<file path="config.mk">
export PLATFORM = sky130hd
export DESIGN_NAME = ath_src_flat
export DESIGN_NICKNAME = d
export VERILOG_FILES = /design/src/ath_pkg.sv /design/src/ath_link_if.sv /design/src/ath_src.sv /design/src/flat_wrapper.sv
export SDC_FILE = /design/constraint.sdc
export NUM_CORES = 1
export LEC_CHECK = 0
export BUFFER_PORTS_ARGS = -buffer_cell sky130_fd_sc_hd__buf_2
export CORE_MARGIN = 8
export CORE_UTILIZATION = 35
export CTS_CLUSTER_DIAMETER = 50
export DETAILED_ROUTE_END_ITERATION = 16
export GPL_TIMING_DRIVEN = 0
export SLEW_MARGIN = 20
export SYNTH_ARGS = -nofsm -noshare
export SYNTH_HDL_FRONTEND = slang
export SYNTH_SLANG_ARGS = --single-unit
</file>
<file path="constraint.sdc">
create_clock -name aclk -period 2 [get_ports aclk]
set_clock_uncertainty 0.1 [all_clocks]
set_input_delay 0.4 -clock aclk [delete_from_list [all_inputs] [get_ports aclk]]
set_output_delay 0.4 -clock aclk [all_outputs]
set_load 0.02 [all_outputs]
</file>
<file path="src/ath_pkg.sv">
// Purpose: Shared constants and types for the tunnel information header
// Assumes: One synchronous clock domain, byte-wide link
// Notes:   Header is 8 bytes, or 12 with the deadline field
package ath_pkg;
   // ----------------------------------------------------------------
   // Header geometry
   // ----------------------------------------------------------------
   localparam int unsigned HDR_BYTES_BASE  = 8;
   localparam int unsigned HDR_BYTES_DL    = 12;
   localparam logic [3:0]  HDR_LAST_BASE   = 4'h7;
   localparam logic [3:0]  HDR_LAST_DL     = 4'hB;
   localparam logic [3:0]  HDR_FLAG_BYTE   = 4'h4;
   localparam int unsigned FLAG_DL_BIT     = 6;
   localparam logic [27:0] HDR_RSVD        = 28'h000_0000;
   localparam logic [1:0]  WAKE_NONE       = 2'h0;
   localparam logic [31:0] DEADLINE_BEST   = 32'h0000_0000;

   // ----------------------------------------------------------------
   // Source register map (AXI4-Lite, byte addresses)
   // ----------------------------------------------------------------
   localparam logic [7:0] OFS_CTRL     = 8'h00;
   localparam logic [7:0] OFS_HDR      = 8'h04;
   localparam logic [7:0] OFS_FLAGS    = 8'h08;
   localparam logic [7:0] OFS_DEADLINE = 8'h0C;
   localparam logic [7:0] OFS_DATA     = 8'h10;
   localparam logic [7:0] OFS_STATUS   = 8'h14;
   localparam int unsigned CTRL_START  = 0;
   localparam int unsigned DATA_TEND   = 8;
   localparam int unsigned FL_SIG      = 0;
   localparam int unsigned FL_MAP      = 1;
   localparam int unsigned FL_ENTRY    = 2;
   localparam int unsigned FL_DL       = 3;
   localparam int unsigned FL_WAKE_ACT = 4;
   localparam int unsigned FL_WAKE_NEW = 5;
   localparam logic [1:0] RESP_OKAY    = 2'h0;
   localparam logic [1:0] RESP_SLVERR  = 2'h2;

   typedef enum logic [1:0] {
      ATH_SRC_IDLE = 2'b00,
      ATH_SRC_HDR  = 2'b01,
      ATH_SRC_PAY  = 2'b10
   } ath_src_state_t;

   typedef enum logic [1:0] {
      ATH_RX_HUNT = 2'b00,
      ATH_RX_HDR  = 2'b01,
      ATH_RX_PAY  = 2'b10
   } ath_rx_state_t;
endpackage

</file>
<file path="src/ath_link_if.sv">
// Purpose: Byte stream carrying tunnel payloads between source and scheduler
// Assumes: Byte moves when tvalid and tready are both high
// Notes:   tstart marks first byte of a tunnel payload, tend its last
`timescale 1ns/1ns
interface ath_link_if;
   logic       tvalid;
   logic       tready;
   logic [7:0] tdata;
   logic       tstart;
   logic       tend;

   modport src (
      output tvalid,
      input  tready,
      output tdata,
      output tstart,
      output tend
   );

   modport sched (
      input  tvalid,
      output tready,
      input  tdata,
      input  tstart,
      input  tend
   );
endinterface

</file>
<file path="src/ath_src.sv">
// Purpose: Packet source end: frames each inner packet with its header
// Assumes: Software drives it over AXI4-Lite, one byte per DATA write
// Notes:   Outside IDLE a DATA write is answered only once its byte leaves on the link
//
// The implementer's own choices: the address map and register access over AXI4-Lite.
`timescale 1ns/1ns

//Function
// every packet starting in a payload gets header
// field order length, id, pipe, flags, wake, reserved
// length counts whole inner packet bytes
// length is full size even when split
// sub-stream id follows the length
// scheduler routes by pipe index
// signaling flag set when table present
// mapping flag set when table present
// entry marker on every access point packet
// deadline field present only with its flag
// wake bits only with signaling flag, else 00
// deadline zero means best effort
// one stream per pipe, many pipes allowed
// payloads carry packets with their headers
// first wake bit requests non-zero wake
// second wake bit marks new wake alert
// fields sent MSB first, no padding
module ath_src (
   input  wire logic        aclk,
   input  wire logic        aresetn,
   input  wire logic [7:0]  s_axi_awaddr,
   input  wire logic        s_axi_awvalid,
   output logic             s_axi_awready,
   input  wire logic [31:0] s_axi_wdata,
   input  wire logic [3:0]  s_axi_wstrb,
   input  wire logic        s_axi_wvalid,
   output logic             s_axi_wready,
   output logic [1:0]       s_axi_bresp,
   output logic             s_axi_bvalid,
   input  wire logic        s_axi_bready,
   input  wire logic [7:0]  s_axi_araddr,
   input  wire logic        s_axi_arvalid,
   output logic             s_axi_arready,
   output logic [31:0]      s_axi_rdata,
   output logic [1:0]       s_axi_rresp,
   output logic             s_axi_rvalid,
   input  wire logic        s_axi_rready,
   ath_link_if.src          link
);
   import ath_pkg::*;

   typedef struct packed {
      ath_src_state_t st;
      logic        aw_got;
      logic [7:0]  aw_addr;
      logic        w_got;
      logic [31:0] w_data;
      logic        bvalid;
      logic [1:0]  bresp;
      logic        rvalid;
      logic [31:0] rdata;
      logic [1:0]  rresp;
      logic [15:0] length;
      logic [7:0]  sub_stream;
      logic [5:0]  pipe_index;
      logic [5:0]  flags;
      logic [31:0] deadline;
      logic [95:0] shift;
      logic [3:0]  idx;
      logic [15:0] remain;
      logic        dwait;
      logic        tv;
      logic [7:0]  td;
      logic        ts;
      logic        te;
      logic        first;
   } ath_src_s_t;

   ath_src_s_t s_reg;
   ath_src_s_t s_next;
   logic       wake_act;
   logic       wake_new;
   logic       sent;
   logic       both;
   logic [1:0] wake;
   logic [3:0] hdr_last;

   // ----------------------------------------------------------------
   // Header build
   // ----------------------------------------------------------------
   assign wake_act = s_reg.flags[FL_WAKE_ACT];
   assign wake_new = s_reg.flags[FL_WAKE_NEW];
   assign wake     = s_reg.flags[FL_SIG] ? {wake_act, wake_new}
                                         : WAKE_NONE;
   assign hdr_last = s_reg.flags[FL_DL] ? HDR_LAST_DL
                                        : HDR_LAST_BASE;
   assign sent     = s_reg.tv && link.tready;
   assign both     = s_reg.aw_got && s_reg.w_got && !s_reg.bvalid;

   always_comb begin
      s_next = s_reg;
      // ----------------------------------------------------------------
      // AXI4-Lite capture, either order
      // ----------------------------------------------------------------
      if (s_axi_awvalid && s_axi_awready) begin
         s_next.aw_got  = 1'b1;
         s_next.aw_addr = s_axi_awaddr;
      end
      if (s_axi_wvalid && s_axi_wready) begin
         s_next.w_got  = 1'b1;
         s_next.w_data = s_axi_wdata;
      end
      if (s_reg.bvalid && s_axi_bready) begin
         s_next.bvalid = 1'b0;
      end
      if (s_reg.rvalid && s_axi_rready) begin
         s_next.rvalid = 1'b0;
      end
      if (s_axi_arvalid && s_axi_arready) begin
         s_next.rvalid = 1'b1;
         s_next.rresp  = RESP_OKAY;
         case (s_axi_araddr)
            OFS_HDR:
               s_next.rdata = {2'h0, s_reg.pipe_index, s_reg.sub_stream,
                               s_reg.length};
            OFS_FLAGS:    s_next.rdata = {26'h000_0000, s_reg.flags};
            OFS_DEADLINE: s_next.rdata = s_reg.deadline;
            OFS_STATUS:
               s_next.rdata = {14'h0000, s_reg.st, s_reg.remain};
            OFS_CTRL:     s_next.rdata = 32'h0000_0000;
            default: begin
               s_next.rdata = 32'h0000_0000;
               s_next.rresp = RESP_SLVERR;
            end
         endcase
      end

      // ----------------------------------------------------------------
      // Link byte accepted
      // ----------------------------------------------------------------
      if (sent) begin
         s_next.tv    = 1'b0;
         s_next.first = s_reg.te;
         if (s_reg.st == ATH_SRC_HDR) begin
            s_next.shift = {s_reg.shift[87:0], 8'h00};
            s_next.idx   = s_reg.idx + 4'h1;
            if (s_reg.idx == hdr_last) begin
               s_next.st = (s_reg.length == 16'h0000) ? ATH_SRC_IDLE
                                                      : ATH_SRC_PAY;
            end
         end else if (s_reg.dwait) begin
            s_next.dwait  = 1'b0;
            s_next.bvalid = 1'b1;
            s_next.bresp  = RESP_OKAY;
            s_next.remain = s_reg.remain - 16'h0001;
            if (s_reg.remain == 16'h0001) begin
               s_next.st = ATH_SRC_IDLE;
            end
         end
      end
      if (s_next.st == ATH_SRC_HDR && !s_next.tv) begin
         s_next.tv = 1'b1;
         s_next.td = s_next.shift[95:88];
         s_next.ts = s_next.first;
         s_next.te = 1'b0;
      end

      // ----------------------------------------------------------------
      // Write actions
      // ----------------------------------------------------------------
      if (both && !s_reg.dwait) begin
         s_next.bresp = RESP_OKAY;
         s_next.bvalid = 1'b1;
         s_next.aw_got = 1'b0;
         s_next.w_got  = 1'b0;
         case (s_reg.aw_addr)
            OFS_CTRL: begin
               if (!s_reg.w_data[CTRL_START]) begin
                  s_next.bresp = RESP_OKAY;
               end else if (s_reg.st == ATH_SRC_IDLE) begin
                  s_next.st     = ATH_SRC_HDR;
                  s_next.idx    = 4'h0;
                  s_next.remain = s_reg.length;
                  s_next.shift  = {s_reg.length, s_reg.sub_stream,
                                   s_reg.pipe_index,
                                   s_reg.flags[FL_SIG],
                                   s_reg.flags[FL_MAP],
                                   s_reg.flags[FL_ENTRY],
                                   s_reg.flags[FL_DL], wake,
                                   HDR_RSVD,
                                   s_reg.deadline};
               end else begin
                  s_next.bresp = RESP_SLVERR;
               end
            end
            OFS_HDR, OFS_FLAGS, OFS_DEADLINE: begin
               if (s_reg.st != ATH_SRC_IDLE) begin
                  s_next.bresp = RESP_SLVERR;
               end else if (s_reg.aw_addr == OFS_HDR) begin
                  s_next.length     = s_reg.w_data[15:0];
                  s_next.sub_stream = s_reg.w_data[23:16];
                  s_next.pipe_index = s_reg.w_data[29:24];
               end else if (s_reg.aw_addr == OFS_FLAGS) begin
                  s_next.flags = s_reg.w_data[5:0];
               end else begin
                  s_next.deadline = s_reg.w_data;
               end
            end
            OFS_DATA: begin
               if (s_reg.st == ATH_SRC_PAY && !s_reg.tv) begin
                  s_next.bvalid = 1'b0;
                  s_next.dwait  = 1'b1;
                  s_next.tv     = 1'b1;
                  s_next.td     = s_reg.w_data[7:0];
                  s_next.ts     = s_reg.first;
                  s_next.te     = s_reg.w_data[DATA_TEND];
               end else if (s_reg.st == ATH_SRC_IDLE) begin
                  s_next.bresp = RESP_SLVERR;
               end else begin
                  s_next.bvalid = 1'b0;
                  s_next.aw_got = 1'b1;
                  s_next.w_got  = 1'b1;
               end
            end
            default: s_next.bresp = RESP_SLVERR;
         endcase
      end
   end

   always_ff @(posedge aclk) begin
      if (!aresetn) begin
         s_reg       <= '0;
         s_reg.st    <= ATH_SRC_IDLE;
         s_reg.first <= 1'b1;
      end else begin
         s_reg <= s_next;
      end
   end

   // ----------------------------------------------------------------
   // Outputs
   // ----------------------------------------------------------------
   assign s_axi_awready = !s_reg.aw_got && !s_reg.bvalid && !s_reg.dwait;
   assign s_axi_wready  = !s_reg.w_got && !s_reg.bvalid && !s_reg.dwait;
   assign s_axi_bvalid  = s_reg.bvalid;
   assign s_axi_bresp   = s_reg.bresp;
   assign s_axi_arready = !s_reg.rvalid;
   assign s_axi_rvalid  = s_reg.rvalid;
   assign s_axi_rdata   = s_reg.rdata;
   assign s_axi_rresp   = s_reg.rresp;
   assign link.tvalid   = s_reg.tv;
   assign link.tdata    = s_reg.td;
   assign link.tstart   = s_reg.ts;
   assign link.tend     = s_reg.te;
endmodule
</file>
<file path="src/flat_wrapper.sv">
// flat-port wrapper written by rule: the top's interface ports become plain ports
module ath_src_flat import ath_pkg::*;
  (aclk, aresetn, s_axi_awaddr, s_axi_awvalid, s_axi_awready, s_axi_wdata, s_axi_wstrb, s_axi_wvalid, s_axi_wready, s_axi_bresp, s_axi_bvalid, s_axi_bready, s_axi_araddr, s_axi_arvalid, s_axi_arready, s_axi_rdata, s_axi_rresp, s_axi_rvalid, s_axi_rready, link_tvalid, link_tready, link_tdata, link_tstart, link_tend);
  ath_link_if link_i ();
  input  wire logic aclk;
  input  wire logic aresetn;
  input  wire logic [7:0] s_axi_awaddr;
  input  wire logic s_axi_awvalid;
  output logic s_axi_awready;
  input  wire logic [31:0] s_axi_wdata;
  input  wire logic [3:0] s_axi_wstrb;
  input  wire logic s_axi_wvalid;
  output logic s_axi_wready;
  output logic [1:0] s_axi_bresp;
  output logic s_axi_bvalid;
  input  wire logic s_axi_bready;
  input  wire logic [7:0] s_axi_araddr;
  input  wire logic s_axi_arvalid;
  output logic s_axi_arready;
  output logic [31:0] s_axi_rdata;
  output logic [1:0] s_axi_rresp;
  output logic s_axi_rvalid;
  input  wire logic s_axi_rready;
  output wire logic [$bits(link_i.tvalid)-1:0] link_tvalid;
  input wire logic [$bits(link_i.tready)-1:0] link_tready;
  output wire logic [$bits(link_i.tdata)-1:0] link_tdata;
  output wire logic [$bits(link_i.tstart)-1:0] link_tstart;
  output wire logic [$bits(link_i.tend)-1:0] link_tend;
  assign link_tvalid = link_i.tvalid;
  assign link_i.tready = link_tready;
  assign link_tdata = link_i.tdata;
  assign link_tstart = link_i.tstart;
  assign link_tend = link_i.tend;
  ath_src u_core (.aclk(aclk), .aresetn(aresetn), .s_axi_awaddr(s_axi_awaddr), .s_axi_awvalid(s_axi_awvalid), .s_axi_awready(s_axi_awready), .s_axi_wdata(s_axi_wdata), .s_axi_wstrb(s_axi_wstrb), .s_axi_wvalid(s_axi_wvalid), .s_axi_wready(s_axi_wready), .s_axi_bresp(s_axi_bresp), .s_axi_bvalid(s_axi_bvalid), .s_axi_bready(s_axi_bready), .s_axi_araddr(s_axi_araddr), .s_axi_arvalid(s_axi_arvalid), .s_axi_arready(s_axi_arready), .s_axi_rdata(s_axi_rdata), .s_axi_rresp(s_axi_rresp), .s_axi_rvalid(s_axi_rvalid), .s_axi_rready(s_axi_rready), .link(link_i));
endmodule
</file>
==> Yosys cells after proc, flatten, opt, wreduce, memory -nomap -nowiden <==
Cells that the tools add are included.
W data, S select, Z words.
{ "totals": {"reg_bits": 279, "in_bits": 60} }
{ "op_classes": {"addsub": 2, "eq_ne": 14, "mux": 48, "bitwise": 3, "n_reduce_logical": 38} }
{ "op_table": {"columns": ["operator", "n"], "rows": [
  ["$mux W116", 3],
  ["$mux W128", 1],
  ["$pmux W32 S4", 1],
  ["$mux W118", 1],
  ["$mux W100", 1],
  ["$mux W35", 1],
  ["$mux W17", 2],
  ["$mux W33", 1],
  ["$eq A8 B4 Y1 const B", 4],
  ["$mux W2", 16],
  ["$mux W12", 2],
  ["$eq A16 B1 Y1 const B", 1],
  ["$eq A8 B3 Y1 const B", 2],
  ["$eq A8 B5 Y1 const B", 2],
  ["$logic_not A16 Y1", 1],
  ["$logic_not A8 Y1", 2],
  ["$sub A16 B1 Y16 const B", 1],
  ["$logic_and A1 B1 Y1", 15],
  ["$mux W3", 5],
  ["$reduce_bool A2 Y1", 6],
  ["$mux W11", 1],
  ["$mux W1", 10],
  ["$reduce_and A5 Y1", 2],
  ["$mux W9", 1],
  ["other kinds (14)", 23]
]} }

==> Depth between registers and ports, before layout <==
{ "logic_depth": {"word_depth": 11, "depth_mapped": 9, "mapped_depth_nobuf": 7} }

==> Least setup slack after synthesis <==
Ideal clock, no wire load.
{ "synth_path": {"kind": "input port to flip-flop", "start": "in s_axi_araddr[5]", "end": "reg u_core.s_reg, in the netlist u_core.s_axi_rdata[22]", "setup_ns": 0.059, "arrival_ns": 2.021, "required_time_ns": 1.841, "setup_slack_ns": -0.180, "cell_stages": 7, "n_path_buf": 2, "path_cell_list": "nor4_1 > or3b_1 > clkbuf_1 > or3_1 > clkbuf_1 > o21ai_0 > and2_1"} }
{ "synth_via": {"elab_chain_len": 2} }
{ "synth_lines": {"columns": ["item", "line", "source"], "rows": [
  ["from (decl)", "flat_wrapper.sv:17", "input wire logic [7:0] s_axi_araddr;"],
  ["$eq A8 B5 Y1, or another cell as far along", "ath_src.sv:120", "case (s_axi_araddr)"],
  ["$pmux W32 S4 (*)", "ath_src.sv:120", null],
  ["to (signal assigned)", "ath_src.sv:234", "s_reg <= s_next;"],
  ["to (decl)", "ath_src.sv:77", "ath_src_s_t s_reg;"]
]} }
Every way passes the cells marked *; elsewhere a longest branch is shown, timed or not.
A chain may end at the register's enable or synchronous reset.

==> Final worst setup path <==
{ "layout_path": {"start": "reg u_core.s_reg[268] (netlist bit)", "end": "reg u_core.s_reg[96] (netlist bit)"} }
{ "layout_via": {"elab_chain_len": 3} }
{ "layout_lines": {"columns": ["item", "line", "source"], "rows": [
  ["$logic_not A8 Y1", "ath_src.sv:174", "case (s_reg.aw_addr)"],
  ["$mux W116", "ath_src.sv:174", null],
  ["$mux W128", "ath_src.sv:169", "if (both && !s_reg.dwait) begin"]
]} }
No other way between the ends.

==> results.yml <==
grt:
  grt_pass1_vias: 10700
  grt_antenna_before_repair: 0
  grt_pass1_wl_mm: 61.7
  grt_overflow: 0
  grt_max_degree: 17
  grt_usage_pct: 19.1
layout:
  stdcell_count: 2145
  fin_nets: 1726
  syn2layout_area_growth_pct: 34.9
  layout-drive-gt1-share_pct: 28.4
  largest_reg_flops: 230
  multi_input_area_um2: 6440
  fillCellCount: 3321
  final-seq-area_um2: 5560
power:
  p_seq_share_pct: 46.0
  swShare_pct: 23.1
  power.density_nw_per_um2: 764
  clockPowerShare_pct: 48.4
  p_int_uw: 9520
  ir_drop_mv: 0.848
  combPwrFrac_pct: 5.6
  leakage_uw: 0.00689
  total_power_uw: 12400
  power.net_switching_uw: 2860
min_path:
  hold_depth: 3
  hp-start: "s_axi_wdata[14]"
  worst_hold_path.endpoint: "u_core.s_reg[249]"
  min_path_type: "in2reg"
floorplanning:
  fp-row-count: 68
  core_area_um2: 34200
  die_h_um: 201
  start_util_pct: 35.1
  dieArea_um2: 40500
  die_w_um: 201
  ios: 112
sta:
  fmax_mhz: 460
  relSlewSlack_pct: 37.2
  min_period_ns: 2.17
  grt_setup_unrepaired: "yes"
  final.setup.tns_ns: -16.12
  finalHoldViolations: 0
  finalSetupViolCount: 179
  layout_setup_ws_ns: -0.175
  report.final.slew_viol_count: 0
  finalCritPeriodShare_pct: 109
  tightest_slew_ns: 0.941
placement:
  gp_congestion: 0.919
  io_buffers: 104
  dp_slack_ns: -0.897
  hpwl_mm: 29.9
  placed_cells: 2009
cts:
  clockRootBuffer: "clkbuf_16"
  cts_tree: "done"
  clk_pin_slew_ns: 0.06
  htreeDepth: 1
  cts_buffers: 31
  clk_path_buf_depth: 3
  cts_sinks: 277
  clkLatencyLatePin_ns: 0.57
synth:
  yosys_register_bits: 277
  netlist_instances: 1449
  async_reset_ff_share_pct: 0
  synth.distinct_cells: 56
  synth_top_area_share_pct: 46.2
  synth_commonest_cells: "nand2_1 (433), dfxtp_1 (277), a21boi_0 (86)"
  netlist_area_um2: 12000
  avgSynthCellArea_um2: 8.29
  yosysWarnings: 0
  yosys_most_used_dff: "dfxtp_1"
  synthMostInstantiatedCell: "nand2_1"
  ys_seq_area_share_pct: 46.2
  synthTopCellsByArea: "dfxtp_1 (46%), nand2_1 (14%), a21boi_0 (5.4%)"
  yosys.area.top_type: "dfxtp_1"
  synth_edf_count: 0
routing:
  routed_wl_mm: 40.4
  drcViolationCount: 0
  wire_per_inst_um: 18.8
  ant_nets: 0
  route.vias.total: 10900
  drtIter0Drc: 770
  first_pass_iters: 7
  viasPerCell: 5.08
worst_setup_path:
  crit_required_ns: 2.35
  critPathLaunch: "u_core.s_reg[268]"
  r2r-end: "u_core.s_reg[96]"
  crit_path_end_kind: "register"
  slowest_delay_ns: 0.57
  reg2reg_slack_ns: -0.17
  path_buf_inv: 2
  worstReg2RegStart: "u_core.s_reg[268]"
  arrival_ns: 2.53
  criticalPathCategory: "reg2reg"
  crit_chain: "or4_4, nor4_2, nand3_2, buf_6, clkbuf_4, o211a_1"
  cp-start-kind: "register"
  worst_r2r_path_depth: 6
  cp_top_family: "simple AND/OR/NAND/NOR gates"
  path_max_fanout: 10
  cp_slowest_cell: "or4_4"
outcome:
  status: "finished with violations"
  violations: "setup timing"
run:
  cap_violations: 0
[worst register-to-register path, stage by stage, from the launching register on]
cell and delay (ns):
dfxtp_2 0.32, or4_4 0.57, nor4_2 0.26, nand3_2 0.18, buf_6 0.21, clkbuf_4 0.21, o211a_1 0.22
[kinds of logic after synthesis]
logic type	Yosys count	synth area share (%)
mux	30	2.53
fa+ha+maj	3	0.313
xor+xnor	18	1.31
buf+inv	163	6.77
compound gates	348	20.4
simple gates	609	22.5
other cells	1	0.0312
flops	277	46.2
[power by group through the flow]
stage / sequential [uW] / combinational [uW] / clock [uW]
final: 5690 / 698 / 5980
after global routing: 5700 / 768 / 6290
after CTS: 5680 / 676 / 6070
after detailed placement: 5790 / 574 / 0
after global placement: 5790 / 566 / 0
after floorplan: 5760 / 366 / 0
[cell usage in the layout (no fill, tap or decap), types with 9 or more instances in the layout]
cell / n
xnor2_1: 12
o211ai_1: 10
clkbuf_2: 17
nand2_1: 376
buf_6: 20
nand3_1: 11
clkbuf_16: 36
nand2_4: 13
nand3_2: 43
dfxtp_1: 270
mux2i_1: 26
o211a_1: 45
nand2_2: 44
o21ai_2: 9
and2_1: 16
buf_8: 13
a21boi_2: 15
clkbuf_8: 10
nor2b_1: 21
buf_4: 69
o21ai_0: 23
a21boi_0: 46
nor2_1: 22
clkbuf_1: 49
o21ai_1: 10
clkbuf_4: 9
dlygate4sd3_1: 41
buf_2: 108
a21oi_1: 63
a22oi_1: 27
a21boi_1: 63
[worst max path at each step]
stage	cells past startpoint	slack (ns)	endpoint
6_report	6	-0.17	u_core.s_reg[96]
5_1_grt	8	-0.23	u_core.s_reg[58]
4_1_cts	8	-0.18	u_core.s_reg[277]
3_5_place_dp	8	-0.90	u_core.s_reg[112]
3_3_place_gp	8	-0.90	u_core.s_reg[111]
2_1_floorplan	6	-0.1	u_core.s_reg[28]
[final cells by class]
cell class	instances	area share, %
diodes	2	0.0309
plain buffers	147	6.43
inverters	7	0.162
flip-flops and latches	277	34.3
well taps	455	3.52
clock buffers	44	5.46
repair buffers	189	9.10
multi-input cells	1010	39.8
clock inverters	14	1.22
[metal layers]
layer	share of wire (%)	GRT usage (%)	wire, um	up-vias
li1	-	-	-	5328
met1	47	27.0	18900	5137
met2	42	28.8	17000	350
met3	8.0	4.18	3220	72
met4	2.9	5.24	1170	0
met5	0	0	0	-
[stage by stage]
step / utilization [%] / cell area (um2) / hold slack, ns
4_1_cts: 46.0 / 15700 / 0.0113
6_report: 47.3 / 16200 / 0.0259
5_1_grt: 47.3 / 16200 / 0.0520
2_1_floorplan: - / 12400 / 0.326
3_5_place_dp: 39.4 / 13500 / 0.345
3_3_place_gp: 39.4 / 13500 / 0.337
[what timing repair did]
item	in CTS	in global routing
pin swaps	33	56
hold buffers	41	0
hold endpoints to repair	40	0
setup buffers	26	13
gates cloned	7	5
gates resized for setup	175	136
endpoints found under the setup margin	218	240
(Power assumes the default switching activity.)
